**src/isc_defines.svh**
```systemverilog
// constants for the interrupt status collector: offsets, bit positions, timing
// assumes a 32-bit AXI4-Lite register bus and a 10 MHz device clock
`ifndef ISC_DEFINES_SVH
`define ISC_DEFINES_SVH

// ============================================================
// register byte offsets
`define ISC_OFS_CONFIG      8'h54
`define ISC_OFS_STATUS      8'h58
`define ISC_OFS_ENABLE      8'h5C
`define ISC_OFS_BYTE_TEST   8'h64
`define ISC_OFS_ID          8'h50
`define ISC_ADDR_MSB        7
// ============================================================
// status bit positions
`define ISC_BIT_SOFT        31
`define ISC_BIT_TX_HALT     25
`define ISC_BIT_RX_HALT     24
`define ISC_BIT_DROP_MID    23
`define ISC_BIT_TX_DONE     21
`define ISC_BIT_RX_DMA      20
`define ISC_BIT_TIMER       19
`define ISC_BIT_PHY         18
`define ISC_BIT_POWER       17
`define ISC_BIT_TSO         16
`define ISC_BIT_RWT         15
`define ISC_BIT_RXE         14
`define ISC_BIT_TXE         13
`define ISC_BIT_TX_DATA_OVERRUN_FLAG        10
`define ISC_BIT_TX_SPACE_AVAILABLE_FLAG        9
`define ISC_BIT_TX_STATUS_FULL_FLAG        8
`define ISC_BIT_TX_STATUS_LEVEL_FLAG        7
`define ISC_BIT_RXDF        6
`define ISC_BIT_RX_STATUS_FULL_FLAG        4
`define ISC_BIT_RX_STATUS_LEVEL_FLAG        3
// ============================================================
// masks and reset values
`define ISC_STATUS_MASK     32'h83BF_E7DF
`define ISC_WC_MASK         32'h83BB_E7DF
`define ISC_ZERO32          32'h0000_0000
`define ISC_BYTE_TEST_VAL   32'h8765_4321
`define ISC_ID_VAL          32'h1234_0000
// config register fields
`define ISC_CFG_HOLD_MSB    31
`define ISC_CFG_HOLD_LSB    24
`define ISC_CFG_MASTER      12
// ============================================================
// timing: holdoff unit of 10 us at 100 ns per clock
`define ISC_HOLD_UNIT_NS    10000
`define ISC_CLK_NS          100
`define ISC_HOLD_UNIT_CYC   ((`ISC_HOLD_UNIT_NS) / (`ISC_CLK_NS))
`define ISC_DROP_MID_OLD    32'h7FFF_FFFF
`define ISC_DROP_MID_NEW    32'h8000_0000
`define ISC_TIMER_WRAP      16'hFFFF
`define ISC_PIN_W           3
`define ISC_RESP_OKAY       2'h0
`define ISC_RESP_SLVERR     2'h2

`endif

```
**src/isc_pkg.sv**
```systemverilog
// types for the interrupt status collector
// assumes isc_defines.svh is on the include path
package isc_pkg;
  // ============================================================
  // per-cycle event pulses from the source units
  typedef struct packed {
    logic       tx_halted;
    logic       rx_halted;
    logic       tx_buffer_done;
    logic       rx_dma_done;
    logic       tx_status_overflow;
    logic       rx_watchdog;
    logic       rx_error;
    logic       tx_error;
    logic       tx_data_overrun;
    logic       tx_space_available;
    logic       tx_status_full;
    logic       tx_status_level;
    logic       frame_dropped;
    logic       rx_status_full;
    logic       rx_status_level;
    logic       power_event;
  } isc_event_type;
  // dropped-frame counter and timer value as seen each cycle
  typedef struct packed {
    logic [31:0] drop_count;
    logic [15:0] timer_count;
  } isc_count_type;
  typedef enum logic [1:0] {
    ISC_WR_IDLE = 2'b00,
    ISC_WR_RESP = 2'b01
  } isc_wr_state_type;
endpackage

```
**src/isc_top.sv**
```systemverilog
// interrupt status collector: sticky event flags, write-one clear, mask, holdoff
// assumes source pulses are synchronous to aclk; gpio pins and phy level are async
//
// How it works
// - 32-bit status at 58h; writing one clears a flag, zero keeps it.
// - bit 31 sets when software raises soft_event_enable.
// - bit 25 sets when a requested transmit stop has halted the transmitter.
// - bit 24 sets when the receiver halts.
// - bit 23 sets when drop counter steps 7FFFFFFFh to 80000000h.
// - bit 21 sets when a marked transmit buffer finished loading.
// - bit 20 sets when the receive DMA dword count is read out.
// - bit 19 sets when the timer wraps through zero to FFFFh.
// - bit 18 is read-only, follows the phy, writes ignored.
// - bit 17 sets on power event regardless of wake pin; write one clears.
// - power event does not wake; any write to byte test wakes.
// - power event bypasses the interrupt holdoff interval.
// - bit 16 sets on transmit status FIFO overflow.
// - bit 15 sets on receive watchdog, packet over 2048 bytes.
// - bit 14 receive error, bit 13 transmit error.
// - bit 10 sets on write to a full transmit data FIFO.
// - bit 9 sets when transmit free space exceeds threshold.
// - bit 8 transmit status full, bit 4 receive status full.
// - bit 7 transmit status level, bit 3 receive status level.
// - bit 6 sets whenever a receive frame is dropped.
// - bits 2-0 capture gpio pin events, cleared by writing one.
// - flags record events regardless of the enable mask.
// - master line high whenever an enabled flag is active.
// - holdoff interval counts in 10 microsecond units.
`timescale 1ns/1ps
`include "isc_defines.svh"

module isc_top (
  // clock and reset
  input  wire logic                      aclk,
  input  wire logic                      aresetn,
  // axi4-lite write address, data and response
  input  wire logic [31:0]               s_axi_awaddr,
  input  wire logic                      s_axi_awvalid,
  output logic                           s_axi_awready,
  input  wire logic [31:0]               s_axi_wdata,
  input  wire logic [3:0]                s_axi_wstrb,
  input  wire logic                      s_axi_wvalid,
  output logic                           s_axi_wready,
  output logic [1:0]                     s_axi_bresp,
  output logic                           s_axi_bvalid,
  input  wire logic                      s_axi_bready,
  // axi4-lite read
  input  wire logic [31:0]               s_axi_araddr,
  input  wire logic                      s_axi_arvalid,
  output logic                           s_axi_arready,
  output logic [31:0]                    s_axi_rdata,
  output logic [1:0]                     s_axi_rresp,
  output logic                           s_axi_rvalid,
  input  wire logic                      s_axi_rready,
  // event sources
  input  wire isc_pkg::isc_event_type    events,
  input  wire isc_pkg::isc_count_type    counts,
  input  wire logic                      phy_event_level,
  input  wire logic [`ISC_PIN_W-1:0]     pin_events,
  // outputs to the pin logic and power control
  output logic                           master_irq,
  output logic                           irq_request,
  output logic                           wake_request
);
  import isc_pkg::*;

  // ============================================================
  // state
  logic [31:0]            event_status;
  logic [31:0]            enable_mask;
  logic                   soft_event_enable;
  logic [7:0]             holdoff_interval;
  logic [7:0]             hold_units;
  logic [15:0]            hold_cycles;
  logic                   asleep;
  logic [`ISC_PIN_W-1:0]  pin_sync1;
  logic [`ISC_PIN_W-1:0]  pin_sync2;
  logic [`ISC_PIN_W-1:0]  pin_prev;
  logic [`ISC_PIN_W-1:0]  pin_edge;
  logic                   phy_sync1;
  logic                   phy_sync2;
  logic [31:0]            drop_prev;
  logic [15:0]            timer_prev;
  logic                   soft_prev;
  isc_wr_state_type       wr_state;
  logic                   aw_held;
  logic                   w_held;
  logic [7:0]             aw_addr;
  logic [31:0]            w_data;
  logic [3:0]             w_strb;
  logic [31:0]            next_set;
  logic [31:0]            wr_mask;
  logic                   wr_fire;
  logic [31:0]            pending;

  // ============================================================
  // pin synchronisers; first stage feeds only the second
  always_ff @(posedge aclk) begin
    if (!aresetn) begin
      pin_sync1 <= '0;
      pin_sync2 <= '0;
      phy_sync1 <= 1'b0;
      phy_sync2 <= 1'b0;
    end else begin
      pin_sync1 <= pin_events;
      pin_sync2 <= pin_sync1;
      phy_sync1 <= phy_event_level;
      phy_sync2 <= phy_sync1;
    end
  end

  // previous values for edge and crossing detection
  always_ff @(posedge aclk) begin
    if (!aresetn) begin
      pin_prev   <= '0;
      drop_prev  <= `ISC_ZERO32;
      timer_prev <= `ISC_TIMER_WRAP;
      soft_prev  <= 1'b0;
    end else begin
      pin_prev   <= pin_sync2;
      drop_prev  <= counts.drop_count;
      timer_prev <= counts.timer_count;
      soft_prev  <= soft_event_enable;
    end
  end

  // ============================================================
  // write channel: take address and data in either order
  assign wr_fire = aw_held && w_held && (wr_state == ISC_WR_IDLE);

  always_ff @(posedge aclk) begin
    if (!aresetn) begin
      aw_held       <= 1'b0;
      w_held        <= 1'b0;
      aw_addr       <= 8'h00;
      w_data        <= `ISC_ZERO32;
      w_strb        <= 4'h0;
      s_axi_awready <= 1'b0;
      s_axi_wready  <= 1'b0;
    end else begin
      // ready is a one-cycle pulse so each beat is taken once
      s_axi_awready <= !aw_held && s_axi_awvalid && !s_axi_awready;
      s_axi_wready  <= !w_held && s_axi_wvalid && !s_axi_wready;
      if (s_axi_awvalid && s_axi_awready) begin
        aw_held <= 1'b1;
        aw_addr <= s_axi_awaddr[`ISC_ADDR_MSB:0];
      end else if (wr_fire) begin
        aw_held <= 1'b0;
      end
      if (s_axi_wvalid && s_axi_wready) begin
        w_held <= 1'b1;
        w_data <= s_axi_wdata;
        w_strb <= s_axi_wstrb;
      end else if (wr_fire) begin
        w_held <= 1'b0;
      end
    end
  end

  // write response follows both beats
  always_ff @(posedge aclk) begin
    if (!aresetn) begin
      wr_state     <= ISC_WR_IDLE;
      s_axi_bvalid <= 1'b0;
      s_axi_bresp  <= `ISC_RESP_OKAY;
    end else begin
      case (wr_state)
        ISC_WR_IDLE: begin
          if (wr_fire) begin
            wr_state     <= ISC_WR_RESP;
            s_axi_bvalid <= 1'b1;
            case (aw_addr)
              `ISC_OFS_CONFIG, `ISC_OFS_STATUS, `ISC_OFS_ENABLE,
              `ISC_OFS_BYTE_TEST, `ISC_OFS_ID: s_axi_bresp <= `ISC_RESP_OKAY;
              default: s_axi_bresp <= `ISC_RESP_SLVERR;
            endcase
          end
        end
        ISC_WR_RESP: begin
          if (s_axi_bready) begin
            wr_state     <= ISC_WR_IDLE;
            s_axi_bvalid <= 1'b0;
          end
        end
        default: begin
          wr_state     <= ISC_WR_IDLE;
          s_axi_bvalid <= 1'b0;
        end
      endcase
    end
  end

  // byte-lane mask of the accepted write data
  always_comb begin
    wr_mask = `ISC_ZERO32;
    for (int b = 0; b < 4; b++) begin
      if (w_strb[b]) begin
        wr_mask[b*8 +: 8] = w_data[b*8 +: 8];
      end
    end
  end

  // ============================================================
  // configuration registers written by software
  always_ff @(posedge aclk) begin
    if (!aresetn) begin
      enable_mask       <= `ISC_ZERO32;
      soft_event_enable <= 1'b0;
      holdoff_interval  <= 8'h00;
    end else if (wr_fire && aw_addr == `ISC_OFS_ENABLE) begin
      for (int b = 0; b < 4; b++) begin
        if (w_strb[b]) begin
          // reserved positions never become enabled
          enable_mask[b*8 +: 8] <= 8'((w_data & `ISC_STATUS_MASK) >> (b*8));
        end
      end
      if (w_strb[3]) begin
        soft_event_enable <= w_data[`ISC_BIT_SOFT];
      end
    end else if (wr_fire && aw_addr == `ISC_OFS_CONFIG && w_strb[3]) begin
      holdoff_interval <= w_data[`ISC_CFG_HOLD_MSB:`ISC_CFG_HOLD_LSB];
    end
  end

  // ============================================================
  // event set terms, one per flag
  always_comb begin
    next_set = `ISC_ZERO32;
    next_set[`ISC_BIT_SOFT]     = soft_event_enable && !soft_prev;
    next_set[`ISC_BIT_TX_HALT]  = events.tx_halted;
    next_set[`ISC_BIT_RX_HALT]  = events.rx_halted;
    next_set[`ISC_BIT_DROP_MID] = (drop_prev == `ISC_DROP_MID_OLD)
                                  && (counts.drop_count == `ISC_DROP_MID_NEW);
    next_set[`ISC_BIT_TX_DONE]  = events.tx_buffer_done;
    next_set[`ISC_BIT_RX_DMA]   = events.rx_dma_done;
    next_set[`ISC_BIT_TIMER]    = (timer_prev == 16'h0000)
                                  && (counts.timer_count == `ISC_TIMER_WRAP);
    // power event, independent of wake pin
    next_set[`ISC_BIT_POWER]    = events.power_event;
    next_set[`ISC_BIT_TSO]      = events.tx_status_overflow;
    next_set[`ISC_BIT_RWT]      = events.rx_watchdog;
    next_set[`ISC_BIT_RXE]      = events.rx_error;
    next_set[`ISC_BIT_TXE]      = events.tx_error;
    next_set[`ISC_BIT_TX_DATA_OVERRUN_FLAG]     = events.tx_data_overrun;
    next_set[`ISC_BIT_TX_SPACE_AVAILABLE_FLAG]     = events.tx_space_available;
    next_set[`ISC_BIT_TX_STATUS_FULL_FLAG]     = events.tx_status_full;
    next_set[`ISC_BIT_RX_STATUS_FULL_FLAG]     = events.rx_status_full;
    next_set[`ISC_BIT_TX_STATUS_LEVEL_FLAG]     = events.tx_status_level;
    next_set[`ISC_BIT_RX_STATUS_LEVEL_FLAG]     = events.rx_status_level;
    next_set[`ISC_BIT_RXDF]     = events.frame_dropped;
  end

  // gpio rising edges, one per pin
  genvar g;
  generate
    for (g = 0; g < `ISC_PIN_W; g++) begin : gen_pin
      assign pin_edge[g] = pin_sync2[g] && !pin_prev[g];
    end
  endgenerate

  // ============================================================
  // sticky flags; set beats clear, mask never gates capture
  always_ff @(posedge aclk) begin
    if (!aresetn) begin
      event_status <= `ISC_ZERO32;
    end else begin
      // write one clears, set wins, unmasked capture
      event_status <= ((event_status & ~((wr_fire && aw_addr == `ISC_OFS_STATUS)
                       ? (wr_mask & `ISC_WC_MASK) : `ISC_ZERO32))
                       | next_set
                       | 32'(pin_edge))
                       & `ISC_STATUS_MASK;
      // phy bit only follows its source
      event_status[`ISC_BIT_PHY] <= phy_sync2;
    end
  end

  // ============================================================
  // master line, holdoff and delivered request
  assign pending = event_status & enable_mask;

  always_ff @(posedge aclk) begin
    if (!aresetn) begin
      master_irq <= 1'b0;
    end else begin
      // any enabled flag raises the master line
      master_irq <= |pending;
    end
  end

  // holdoff counter: reloads after each delivered request drops
  always_ff @(posedge aclk) begin
    if (!aresetn) begin
      hold_units  <= 8'h00;
      hold_cycles <= 16'h0000;
    end else if (holdoff_interval == 8'h00) begin
      hold_units  <= 8'h00;
      hold_cycles <= 16'h0000;
    end else if (irq_request && !(|pending)) begin
      hold_units  <= holdoff_interval;
      hold_cycles <= 16'(`ISC_HOLD_UNIT_CYC - 1);
    end else if (hold_units != 8'h00) begin
      if (hold_cycles == 16'h0000) begin
        hold_units  <= hold_units - 8'h01;
        hold_cycles <= 16'(`ISC_HOLD_UNIT_CYC - 1);
      end else begin
        hold_cycles <= hold_cycles - 16'h0001;
      end
    end
  end

  always_ff @(posedge aclk) begin
    if (!aresetn) begin
      irq_request <= 1'b0;
    end else begin
      irq_request <= (|pending && hold_units == 8'h00)
                     || pending[`ISC_BIT_POWER];
    end
  end

  // ============================================================
  // sleep: only a byte-test write wakes the device
  always_ff @(posedge aclk) begin
    if (!aresetn) begin
      asleep       <= 1'b0;
      wake_request <= 1'b0;
    end else begin
      // power event never wakes; byte-test write does
      wake_request <= wr_fire && aw_addr == `ISC_OFS_BYTE_TEST && asleep;
      if (events.power_event) begin
        asleep <= 1'b1;
      end
      if (wr_fire && aw_addr == `ISC_OFS_BYTE_TEST) begin
        asleep <= 1'b0;
      end
    end
  end

  // ============================================================
  // read channel; one cycle from address to data
  always_ff @(posedge aclk) begin
    if (!aresetn) begin
      s_axi_arready <= 1'b0;
      s_axi_rvalid  <= 1'b0;
      s_axi_rdata   <= `ISC_ZERO32;
      s_axi_rresp   <= `ISC_RESP_OKAY;
    end else begin
      s_axi_arready <= s_axi_arvalid && !s_axi_arready && !s_axi_rvalid;
      if (s_axi_arvalid && s_axi_arready) begin
        s_axi_rvalid <= 1'b1;
        s_axi_rresp  <= `ISC_RESP_OKAY;
        case (s_axi_araddr[`ISC_ADDR_MSB:0])
          `ISC_OFS_STATUS:    s_axi_rdata <= event_status;
          `ISC_OFS_ENABLE:    s_axi_rdata <= enable_mask;
          `ISC_OFS_CONFIG:    s_axi_rdata <= {holdoff_interval, 11'h0, master_irq, 12'h0};
          `ISC_OFS_BYTE_TEST: s_axi_rdata <= `ISC_BYTE_TEST_VAL;
          `ISC_OFS_ID:        s_axi_rdata <= `ISC_ID_VAL;  // arbitrary id value
          default: begin
            s_axi_rdata <= `ISC_ZERO32;
            s_axi_rresp <= `ISC_RESP_SLVERR;
          end
        endcase
      end else if (s_axi_rvalid && s_axi_rready) begin
        s_axi_rvalid <= 1'b0;
      end
    end
  end
endmodule // isc_top

```
**config.mk**
```make
export PLATFORM = sky130hd
export DESIGN_NAME = isc_top
export DESIGN_NICKNAME = d
export VERILOG_FILES = /design/src/isc_pkg.sv /design/src/isc_top.sv
export VERILOG_INCLUDE_DIRS = /design/src
export SDC_FILE = /design/constraint.sdc
export NUM_CORES = 1
export LEC_CHECK = 0
export ABC_CLOCK_PERIOD_IN_PS = 2000
export CAP_MARGIN = 20
export CORE_MARGIN = 5
export CORE_UTILIZATION = 50
export CTS_CLUSTER_SIZE = 16
export DETAILED_ROUTE_END_ITERATION = 10
export DONT_BUFFER_PORTS = 1
export PLACE_DENSITY = 0.7
export SYNTH_ARGS = -nofsm -noshare
export SYNTH_HDL_FRONTEND = slang
export SYNTH_SLANG_ARGS = --single-unit
```
**constraint.sdc**
```tcl
create_clock -name aclk -period 2 [get_ports aclk]
set_clock_uncertainty 0.05 [all_clocks]
set_input_delay 0.4 -clock aclk [delete_from_list [all_inputs] [get_ports aclk]]
set_output_delay 0.4 -clock aclk [all_outputs]
set_load 0.005 [all_outputs]
```
---- After elaboration in Yosys (flattened, before gate mapping) ----
Cells that the tools add are included.
word-level totals
  flip-flop bits (word level) ............. 241
  latch bits .............................. 0
  RAM bits ................................ 0
  bits in read-only memories .............. 0
  input port bits ......................... 175
  output and inout bits ................... 44
  memories ................................ 0
operators by class
  $add $sub $neg .......................... 2
  multipliers ............................. 0
  div/mod/pow operators ................... 0
  magnitude comparators ................... 0
  equal/unequal tests ..................... 16
  shift-type cells ........................ 0
  multiplexer cells ....................... 25
  bitwise operators ....................... 7
  reduce and logical (&&, ||, !) cells .... 63
operators with widths
  cell                   count
  $pmux 32 s5            1
  $eq 8x7->1 const B     10
  $and 32x32->32         2
  $mux 8                 7
  $eq 32x31->1 const B   1
  $eq 32x32->1 const B   1
  $logic_not 16->1       2
  $mux 32                1
  $not 32->32            1
  $or 32x3->32           1
  $or 32x32->32          1
  $reduce_or 32->1       1
  $logic_and 1x1->1      26
  $eq 16x16->1 const B   1
  $logic_not 8->1        2
  $mux 16                1
  $reduce_and 2->1       8
  $sub 16x1->16 const B  1
  $mux 7                 2
  $logic_not 1->1        11
  $reduce_bool 2->1      5
  $reduce_or 5->1        2
  $mux 2                 4
  $reduce_bool 8->1      1
  other kinds (11)       20

---- Depth between registers and ports, before layout ----
Gate-level depths: netlist of the first run.
  word-level depth ........................ 8
  mapped depth ............................ 8

---- Worst setup path after synthesis of the first run ----
Ideal clock, no wire load.
  kind .................................... reg-to-reg
  start ................................... register event_status[25]
  end ..................................... register hold_cycles[10]
  library setup time ...................... 0.120 ns
  data arrival time ....................... 1.567 ns
  required time ........................... 1.830 ns
  slack ................................... 0.263 ns
  cell stages (with the launch flop) ...... 8
  buffers on the path ..................... 2
  path through ............................ dfxtp_1 > a22oi_1 > nand2_1 > or4_1 > buf_4 > nor3_4 > buf_6 > nor3_1
on the way
  cells in the longest elaborated chain, start to end .. 5
ends and longest elaborated chain
  item                              RTL line        RTL
  start, declared                   isc_top.sv:69   logic [31:0] event_status;
  start signal, assigned            isc_top.sv:265  event_status <= `ISC_ZERO32;
  start signal, assigned            isc_top.sv:268  event_status <= ((event_status & ~((wr_fire && aw_addr == `ISC_OFS_STATUS)
  start signal, assigned by index   isc_top.sv:274  event_status[`ISC_BIT_PHY] <= phy_sync2;
  $and 32x32->32                    isc_top.sv:280  assign pending = event_status & enable_mask;
  $reduce_or 32->1                  isc_top.sv:299  end else if (irq_request && !(|pending)) begin
  $logic_not 1->1                   isc_top.sv:299
  $logic_and 1x1->1                 isc_top.sv:299
  $reduce_or 3->1 (no source line)  -
  end signal, assigned              isc_top.sv:301  hold_cycles <= 16'(`ISC_HOLD_UNIT_CYC - 1);
  end signal, assigned              isc_top.sv:305  hold_cycles <= 16'(`ISC_HOLD_UNIT_CYC - 1);
  end signal, assigned              isc_top.sv:307  hold_cycles <= hold_cycles - 16'h0001;
  end, declared                     isc_top.sv:74   logic [15:0] hold_cycles;
Every way passes these cells.
A chain may end at the register's enable or synchronous reset.

---- Worst setup path in the final report of the first run ----
  start ................................... register event_status[25]
  end ..................................... register hold_cycles[15]
The elaborated chain is that of the path after synthesis.

==> impl_metrics.toml, run 1 <==
[run_status]
status = "complete, no violations"

[cts]
tritoncts = "built"
cts.sink_count = 221
clk_path_buf_depth = 3
worstSkewPairLatency_ns = 0.53
cts_buffers = 24
cts-root-buf = "clkbuf_16"
cts.reportedPaths.clkPinSlew_ns = 0.06
cts_htree_levels = 1

[timing]
rsz0062_at_grt = "false"
min_period_over_period_pct = 96.5
max-slew-margin-rel_pct = 50.5
finalWorstPathRequiredPeriod_ns = 1.93
clock.fmax_ghz = 0.518
hold_viol = 0
maxSlewViolCount = 0
worstMarginPinSlew_ns = 0.741
finalSetupViolCount = 0

[drt]
detail_route.wl_per_cell_microns = 18.8
starting_drt_drc_count = 493
dr_vias_cell = 5.64
detail_route.first_pass.iterations = 7
routed-via-count = 7492
totalWireLength_mm = 25.0
antenna_violating_nets_post_route = 0
drc = 0

[floorplan]
initial_utilization_pct = 50.6
die_width_microns = 142
design.die.area_sq_mm = 0.0201
floorplan.rows = 48
die_extent_in_y_microns = 142
io-pin-count = 219
core_area_sq_mm = 0.0172

[yosys]
synth_simple_gate_area_share_pct = 24.7
synth_compound_area_share_pct = 14.3
muxShareOfSynthArea_pct = 3.45
synth-edff-count = 0
synth_largest_area_cell = "dfxtp_1"
yosys.area_share.adder_pct = 0.575
synth.avg_cell_area_sq_um = 9.10
synth.most_common_cell = "dfxtp_1"
yosysUniqueCellTypes = 59
post_synth_xor_area_fraction_pct = 1.91
sequential_to_total_area_share_from_yosys_stat_pct = 50.9
netlist_top_cells_area = "dfxtp_1 51%, nand2_1 6.9%, a21oi_1 4.2%, and2_1 3.6%, mux2i_1 3.5%"
synth_commonest_cells = "221 x dfxtp_1, 161 x nand2_1, 73 x a21oi_1, 50 x and2_1, 39 x clkbuf_1"
synth_top_family_by_area = "simple AND/OR/NAND/NOR gates"
ys.flop_type = "dfxtp_1"
synthCells = 956
yosysWarnings = 0
synthArstFlopShare_pct = 0
netlist_area_sq_mm = 0.00870
ys_ff_latch = 221
synthDominantCellAreaShare_pct = 50.9

[run]
timing.max_cap.violations = 0

[finish]
syn_to_final_growth_pct = 28.6
post-route-util_pct = 65.1
finalNonFillerCells = 1328
final_layout_size_suffix_gt1_share_pct = 9.07
finalNetCount = 1264
antenna-diode-count = 0

[critical_path]
path_max_fanout = 12
worstSetupPathType = "register to register"
crit_required_ns = 2.36
kind_of_launch_point_of_the_worst_setup_path = "register"
timing.reg2reg.worst_path_depth = 7
worstSetupEndpointType = "register"
critical_path_arrival_ns = 2.28

[power]
p_sw_uw = 2100
intPower_uw = 7700
p_leak_uw = 0.00429
combinationalPowerShare_pct = 4.8
power_density_mw_per_mm2 = 876
switching_power_as_a_share_of_total_power_pct = 21.4
clkPwrFrac_pct = 48.2
finalPower_uw = 9800
power_frac_seq_pct = 47.0
max-vdd-ir-drop_v = 0.000698

[grt]
pin_count_of_the_biggest_net_entering_global_routing = 103
grt_first_pass_wirelength_mm = 40.2
grt_antenna_before_repair = 0
first_global_vias = 7642
grt_overflow_total = 0
global_route.usage.total_pct = 24.7

[placed_design]
routabilityCongestion = 0.898
numPortBuffers = 0
place.detailed.instances = 1156
dp_hpwl_mm = 16.1

[min_path]
holdPathStages = 2
hold_path_class = "input port to register"
## logic make-up after synthesis
logic type,after synthesis
xor gates and xnor gates,19
muxes,30
adders and majority gates,4
DFF,221
AOI/OAI and AO/OA,196
buffers and inverters,79
and+or+nand+nor,406
other,1
## flip-flops by register name, summed over array words and instances (netlist names), 3 cells and up
name              count
pin_sync1             3
w_data               28
drop_prev            32
s_axi_rdata          30
timer_prev           16
event_status         23
hold_cycles          16
enable_mask          22
w_strb                4
pin_sync2             3
pin_prev              3
holdoff_interval      8
hold_units            8
aw_addr               8
## path summary, 6_finish.rpt
kind	endpoint	start	slack (ns)
setup / recovery	hold_cycles[15]	event_status[25]	0.07
hold / removal	s_axi_rvalid	s_axi_rready	0.02
setup reg to reg	hold_cycles[15]	event_status[25]	0.07
hold reg to reg	pin_sync2[1]	pin_sync1[1]	0.39
## repair_timing
item | 4_1_cts | 5_1_grt
endpoints found under the hold margin | 151 | 0
setup endpoints to repair | 0 | 17
gates resized for setup | 0 | 6
setup buffers | 0 | 1
hold buffers | 127 | 0
## worst max-delay path, cell delays in order, from the launching register on
cell	delay, ns
dfxtp_1	0.35
a22oi_1	0.20
nand2_1	0.09
or4_1	0.53
buf_4	0.21
nor3_4	0.16
buf_12	0.16
nor3_1	0.06
## stage by stage
step / TNS (ns) / hold slack, ns / area [sq um] / worst slack [ns]
floorplan: 0 / 0.362 / 8710 / 0.263
global placement: -0.278 / 0.370 / 8980 / -0.0711
detailed placement: -0.104 / 0.370 / 8980 / -0.0413
CTS: 0 / 0.00127 / 11100 / 0.0712
global route: 0 / 0.0117 / 11200 / 0.000557
finish: 0 / 0.0181 / 11200 / 0.0707
## power groups by stage
stage               clock, uW  sequential [uW]  combinational, uW
floorplan                   0             4660                219
global placement            0             4690                221
detailed placement          0             4700                229
CTS                      4790             4600                462
global route             4980             4620                517
finish                   4720             4610                472
## final cells by class
class / count / area, sq um
well taps: 225 / 282
fillers: 1341 / 5990
clock buffers: 34 / 718
repair buffers: 159 / 1570
flip-flops and latches: 221 / 4420
multi-input cells: 658 / 3960
inverters: 21 / 78.8
clock inverters: 10 / 155
## layer usage
metal | track usage, % | share of wire (%)
met1 | 30.0 | 40
met2 | 43.5 | 50
met3 | 5.39 | 7.1
met4 | 7.68 | 3.2
met5 | 0 | 0
## cells in the final DEF (no fill, tap or decap), types with 14 or more instances in the layout
cell type | netlist | routed
o21ai_0 | 32 | 32
buf_4 | 6 | 29
nor3_1 | 24 | 24
and2_1 | 50 | 50
dlygate4sd3_1 | 0 | 126
a21oi_1 | 73 | 72
nand2b_1 | 21 | 21
nand2_1 | 161 | 161
nor2_1 | 38 | 38
nand3_1 | 22 | 22
dfxtp_1 | 221 | 221
a31oi_1 | 14 | 14
nand4_1 | 18 | 18
clkbuf_16 | 0 | 24
inv_1 | 21 | 20
nor4_1 | 21 | 21
a22oi_1 | 24 | 22
xnor2_1 | 16 | 16
mux2i_1 | 30 | 30
Power figures use the tool's default switching activity.
==> inputs of run 2 (changes only) <==
- ABC_CLOCK_PERIOD_IN_PS: 2000 -> 2400
- clock period: 2 -> 2.4 ns (I/O delays scaled with it)
==> impl_metrics.toml, run 2 (synthesis gave the netlist of run 1 again) <==
[cts]
cts_buffers = 24
cts-root-buf = "clkbuf_16"
worstSkewPairLatency_ns = 0.51
cts.reportedPaths.clkPinSlew_ns = 0.06
tritoncts = "built"
cts_htree_levels = 1
ctsResizeCount = 0
cts.sink_count = 221
clk_path_buf_depth = 3

[power]
max-vdd-ir-drop_v = 0.000758
power_density_mw_per_mm2 = 799
p_leak_uw = 0.00366

[floorplan]
io-pin-count = 219
die_extent_in_y_microns = 142
core_area_sq_mm = 0.0172
die_width_microns = 142
initial_utilization_pct = 50.6
design.die.area_sq_mm = 0.0201
floorplan.rows = 48

[min_path]
min_from = "counts[11]"
holdPathStages = 1
hold-path-endpoint = "timer_prev[11]"
hold_path_class = "input port to register"

[drt]
antenna_violating_nets_post_route = 0
routed-via-count = 6628
detail_route.first_pass.iterations = 5
drc = 0
dr_vias_cell = 5.58
totalWireLength_mm = 21.2
starting_drt_drc_count = 399
detail_route.wl_per_cell_microns = 17.8

[finish]
most-common-layout-cells = "221 x dfxtp_1, 161 x nand2_1, 73 x a21oi_1, 50 x and2_1, 38 x nor2_1"
final_layout_size_suffix_gt1_share_pct = 8.00
largest_register_ffs = 32
syn_to_final_growth_pct = 11.1
biggestRegsByFlops = "drop_prev: 32 flops, s_axi_rdata: 30 flops, w_data: 28 flops"
finalNetCount = 1123
layout_commonest_cell = "dfxtp_1"
antenna-diode-count = 0
registers.top_by_ff_count = "drop_prev"
final_area_sq_mm = 0.00967

[critical_path]
crit_required_ns = 2.73
kind_of_launch_point_of_the_worst_setup_path = "register"
setup_slack_of_the_most_critical_reg_to_reg_path_ns = 0.33
critical_path_arrival_ns = 2.40
sum_of_buffers_and_inverters_on_the_critical_path = 1
family_of_cells_with_the_greatest_summed_delay_on_the_critical_path = "simple AND/OR/NAND/NOR gates"
destination_of_the_worst_register_to_register_timing_path = "hold_cycles[3]"
critical_path.max_stage_delay_ns = 0.76
worstSetupEndpointType = "register"
crit_chain = "a22oi_1, nand2_1, or4_1, nor3_4, buf_4, nor3_1"
path_max_fanout = 12
worstSetupPathType = "register to register"
timing.reg2reg.worst_path_depth = 6
critPathSlowestCell = "or4_1"
timing.rr.start = "event_status[19]"

[placed_design]
numPortBuffers = 0
routabilityCongestion = 0.901
dp_hpwl_mm = 15.4
placement.cell_area_sq_mm = 0.00884

[grt]
grt_overflow_total = 0
pin_count_of_the_biggest_net_entering_global_routing = 123
grt_first_pass_wirelength_mm = 34.0
first_global_vias = 6439
grt_antenna_before_repair = 0
global_route.usage.total_pct = 20.8

[timing]
finalWorstPathRequiredPeriod_ns = 2.07
worstMarginPinSlew_ns = 0.774
min_period_over_period_pct = 86.3
finalSetupViolCount = 0
hold_viol = 0
rsz0062_at_grt = "false"
max-slew-margin-rel_pct = 48.3
hold-worst-slack_ns = 0.0236
clock.fmax_ghz = 0.483
maxSlewViolCount = 0
tns_ns = 0

[run_status]
status = "complete, no violations"

[run]
timing.max_cap.violations = 0
[run 2: power breakdown]
part / switching (uW) / internal (uW)
Combinational: 101 / 82.1
Sequential: 60.4 / 3770
Clock: 1440 / 2270
[run 2: layout make-up]
class / count / area (sq um)
Clock buffer: 33 / 706
Clock inverter: 11 / 110
Fill cell: 1593 / 7510
Inverter: 21 / 78.8
Multi-Input combinational cell: 658 / 3930
Sequential cell: 221 / 4420
Tap cell: 225 / 282
Timing Repair Buffer: 18 / 138
[run 2: worst max-delay path by stage]
stage / startpoint / end / slack, ns / cells past startpoint
floorplan: s_axi_araddr[2] / s_axi_rdata[18] / 0.61 / 6
global placement: s_axi_araddr[7] / s_axi_rdata[14] / 0.36 / 6
detailed placement: s_axi_araddr[7] / s_axi_rdata[0] / 0.34 / 6
CTS: event_status[25] / hold_cycles[3] / 0.33 / 6
global route: event_status[25] / hold_cycles[3] / 0.21 / 6
finish: event_status[19] / hold_cycles[3] / 0.33 / 6
[run 2: repair_timing]
item                       4_1_cts  5_1_grt
setup buffers                    0        0
hold endpoints to repair        12        0
hold buffers                     1        0
setup endpoints to repair        0        0
[run 2: stage by stage]
stage | power, uW | cells | util [%] | worst slack (ns)
floorplan | 4070 | 958 | - | 0.612
global placement | 4090 | 1142 | 51.5 | 0.360
detailed placement | 4090 | 1142 | 51.5 | 0.340
CTS | 7800 | 1187 | 56.3 | 0.333
global route | 8010 | 1187 | 56.3 | 0.206
finish | 7720 | 1187 | 56.3 | 0.329
[run 2: metal layers]
metal	wire (microns)	vias to the layer above	track usage, %
met2	10200	182	34.5
met1	8770	3092	26.2
met4	545	0	6.41
met5	0	-	0
met3	1620	38	6.13
li1	-	3316	-
==> inputs of run 3 (changes only) <==
- MAX_ROUTING_LAYER: unset -> met4
- PLACE_DENSITY: 0.7 -> unset
==> impl_metrics.toml, run 3 (synthesis gave the netlist of run 1 again) <==
[placed_design]
dp_hpwl_mm = 15.7
placement.cell_area_sq_mm = 0.00885
numPortBuffers = 0
routabilityCongestion = 0.853

[finish]
antenna-diode-count = 0
layout_commonest_cell = "dfxtp_1"
most-common-layout-cells = "221 x dfxtp_1, 161 x nand2_1, 73 x a21oi_1, 50 x and2_1, 38 x nor2_1"
largest_register_ffs = 32
final_area_sq_mm = 0.00971
finalNetCount = 1124
final_layout_size_suffix_gt1_share_pct = 8.31
registers.top_by_ff_count = "drop_prev"
syn_to_final_growth_pct = 11.6
biggestRegsByFlops = "drop_prev: 32 flops, s_axi_rdata: 30 flops, w_data: 28 flops"
fillerInstances = 1553

[timing]
hold_viol = 0
min_period_over_period_pct = 88.0
tns_ns = 0
finalSetupViolCount = 0
worstMarginPinSlew_ns = 0.769
maxSlewViolCount = 0
clock.fmax_ghz = 0.473
finalWorstPathRequiredPeriod_ns = 2.11
max-slew-margin-rel_pct = 48.6
rsz0062_at_grt = "false"

[floorplan]
initial_utilization_pct = 50.6
die_width_microns = 142
core_area_sq_mm = 0.0172
design.die.area_sq_mm = 0.0201
io-pin-count = 219
die_extent_in_y_microns = 142
floorplan.rows = 48

[drt]
drc = 0
routed-via-count = 6692
starting_drt_drc_count = 305
totalWireLength_mm = 21.8
dr_vias_cell = 5.63
antenna_violating_nets_post_route = 0
detail_route.first_pass.iterations = 5
detail_route.wl_per_cell_microns = 18.3

[critical_path]
critical_path_arrival_ns = 2.45
worstSetupEndpointType = "register"
kind_of_launch_point_of_the_worst_setup_path = "register"
crit_required_ns = 2.74
worstSetupPathType = "register to register"
timing.rr.start = "event_status[13]"
path_max_fanout = 12
destination_of_the_worst_register_to_register_timing_path = "hold_cycles[2]"
timing.reg2reg.worst_path_depth = 6
setup_slack_of_the_most_critical_reg_to_reg_path_ns = 0.29

[run_status]
status = "complete, no violations"

[power]
power_density_mw_per_mm2 = 810
finalPower_uw = 7860
p_leak_uw = 0.00367
max-vdd-ir-drop_v = 0.000683

[min_path]
hold-path-endpoint = "timer_prev[6]"
min_from = "aresetn"
holdPathStages = 1
hold_path_class = "input port to register"

[cts]
cts-root-buf = "clkbuf_16"
cts.reportedPaths.clkPinSlew_ns = 0.06
cts.sink_count = 221
cts_setup_buffers = 0
clk_path_buf_depth = 3
worstSkewPairLatency_ns = 0.51
cts_buffers = 24
cts_htree_levels = 1
tritoncts = "built"

[grt]
first_global_vias = 6666
grt_overflow_total = 0
grt_first_pass_wirelength_mm = 34.6
global_route.usage.total_pct = 21.8
grt_antenna_before_repair = 0
pin_count_of_the_biggest_net_entering_global_routing = 131

[run]
timing.max_cap.violations = 0
-- run 3: cell types whose count changed in the layout (fill, tap and decap cells not counted), sizes merged --
cell,before,now
buf,17,18
clkbuf,33,31
clkinvlp,2,3
bufinv,2,3
inv,21,22
clkinv,7,6
-- run 3: worst max-delay path, stage by stage (launching register included) --
cell and delay, ns:
dfxtp_1 0.32, a22oi_1 0.21, nand2_1 0.14, or4_1 0.73
nor3_4 0.22, buf_4 0.23, nor3_1 0.09
-- run 3: timing repair --
item,in CTS,in global routing
resized for setup,0,0
endpoints found under the hold margin,4,0
hold buffers,1,0
endpoints found under the setup margin,0,0
-- run 3: area by class of cell --
type	count	area, sq um	area share [%]
inverter	21	78.8	0.812
tap	225	282	2.90
sequential	221	4420	45.6
clock inverter	13	151	1.56
clock buffer	31	698	7.19
multi-input combinational	658	3930	40.5
timing repair buffer	19	145	1.50
-- run 3: layer usage --
layer	up-vias	track usage, %	routed length, microns
met4	0	5.40	435
met3	32	4.89	1270
met2	164	36.5	10700
met5	-	-	0
met1	3187	26.8	9410
li1	3309	-	-
-- run 3: metrics by stage --
stage / instances / worst slack, ns / hold WS [ns] / util, %
3_3_place_gp: 1143 / 0.361 / 0.372 / 51.5
3_5_place_dp: 1143 / 0.320 / 0.369 / 51.5
2_1_floorplan: 958 / 0.612 / 0.362 / -
5_1_grt: 1188 / 0.191 / 0.00219 / 56.5
4_1_cts: 1188 / 0.306 / 0.000466 / 56.5
6_report: 1188 / 0.288 / 0.0238 / 56.5
-- run 3: power breakdown --
| group | internal [uW] | switching (uW) |
|---|---|---|
| combinational | 83.3 | 105 |
| sequential | 3770 | 59.0 |
| clock | 2380 | 1460 |
| total | 6230 | 1630 |
-- run 3: worst max path at each step --
stage,from,to,depth (start not counted)
6_report,event_status[13],hold_cycles[2],6
4_1_cts,event_status[13],hold_cycles[2],6
5_1_grt,event_status[8],hold_cycles[2],6
3_5_place_dp,event_status[19],hold_cycles[2],6
2_1_floorplan,s_axi_araddr[2],s_axi_rdata[18],6
3_3_place_gp,event_status[13],hold_cycles[11],6
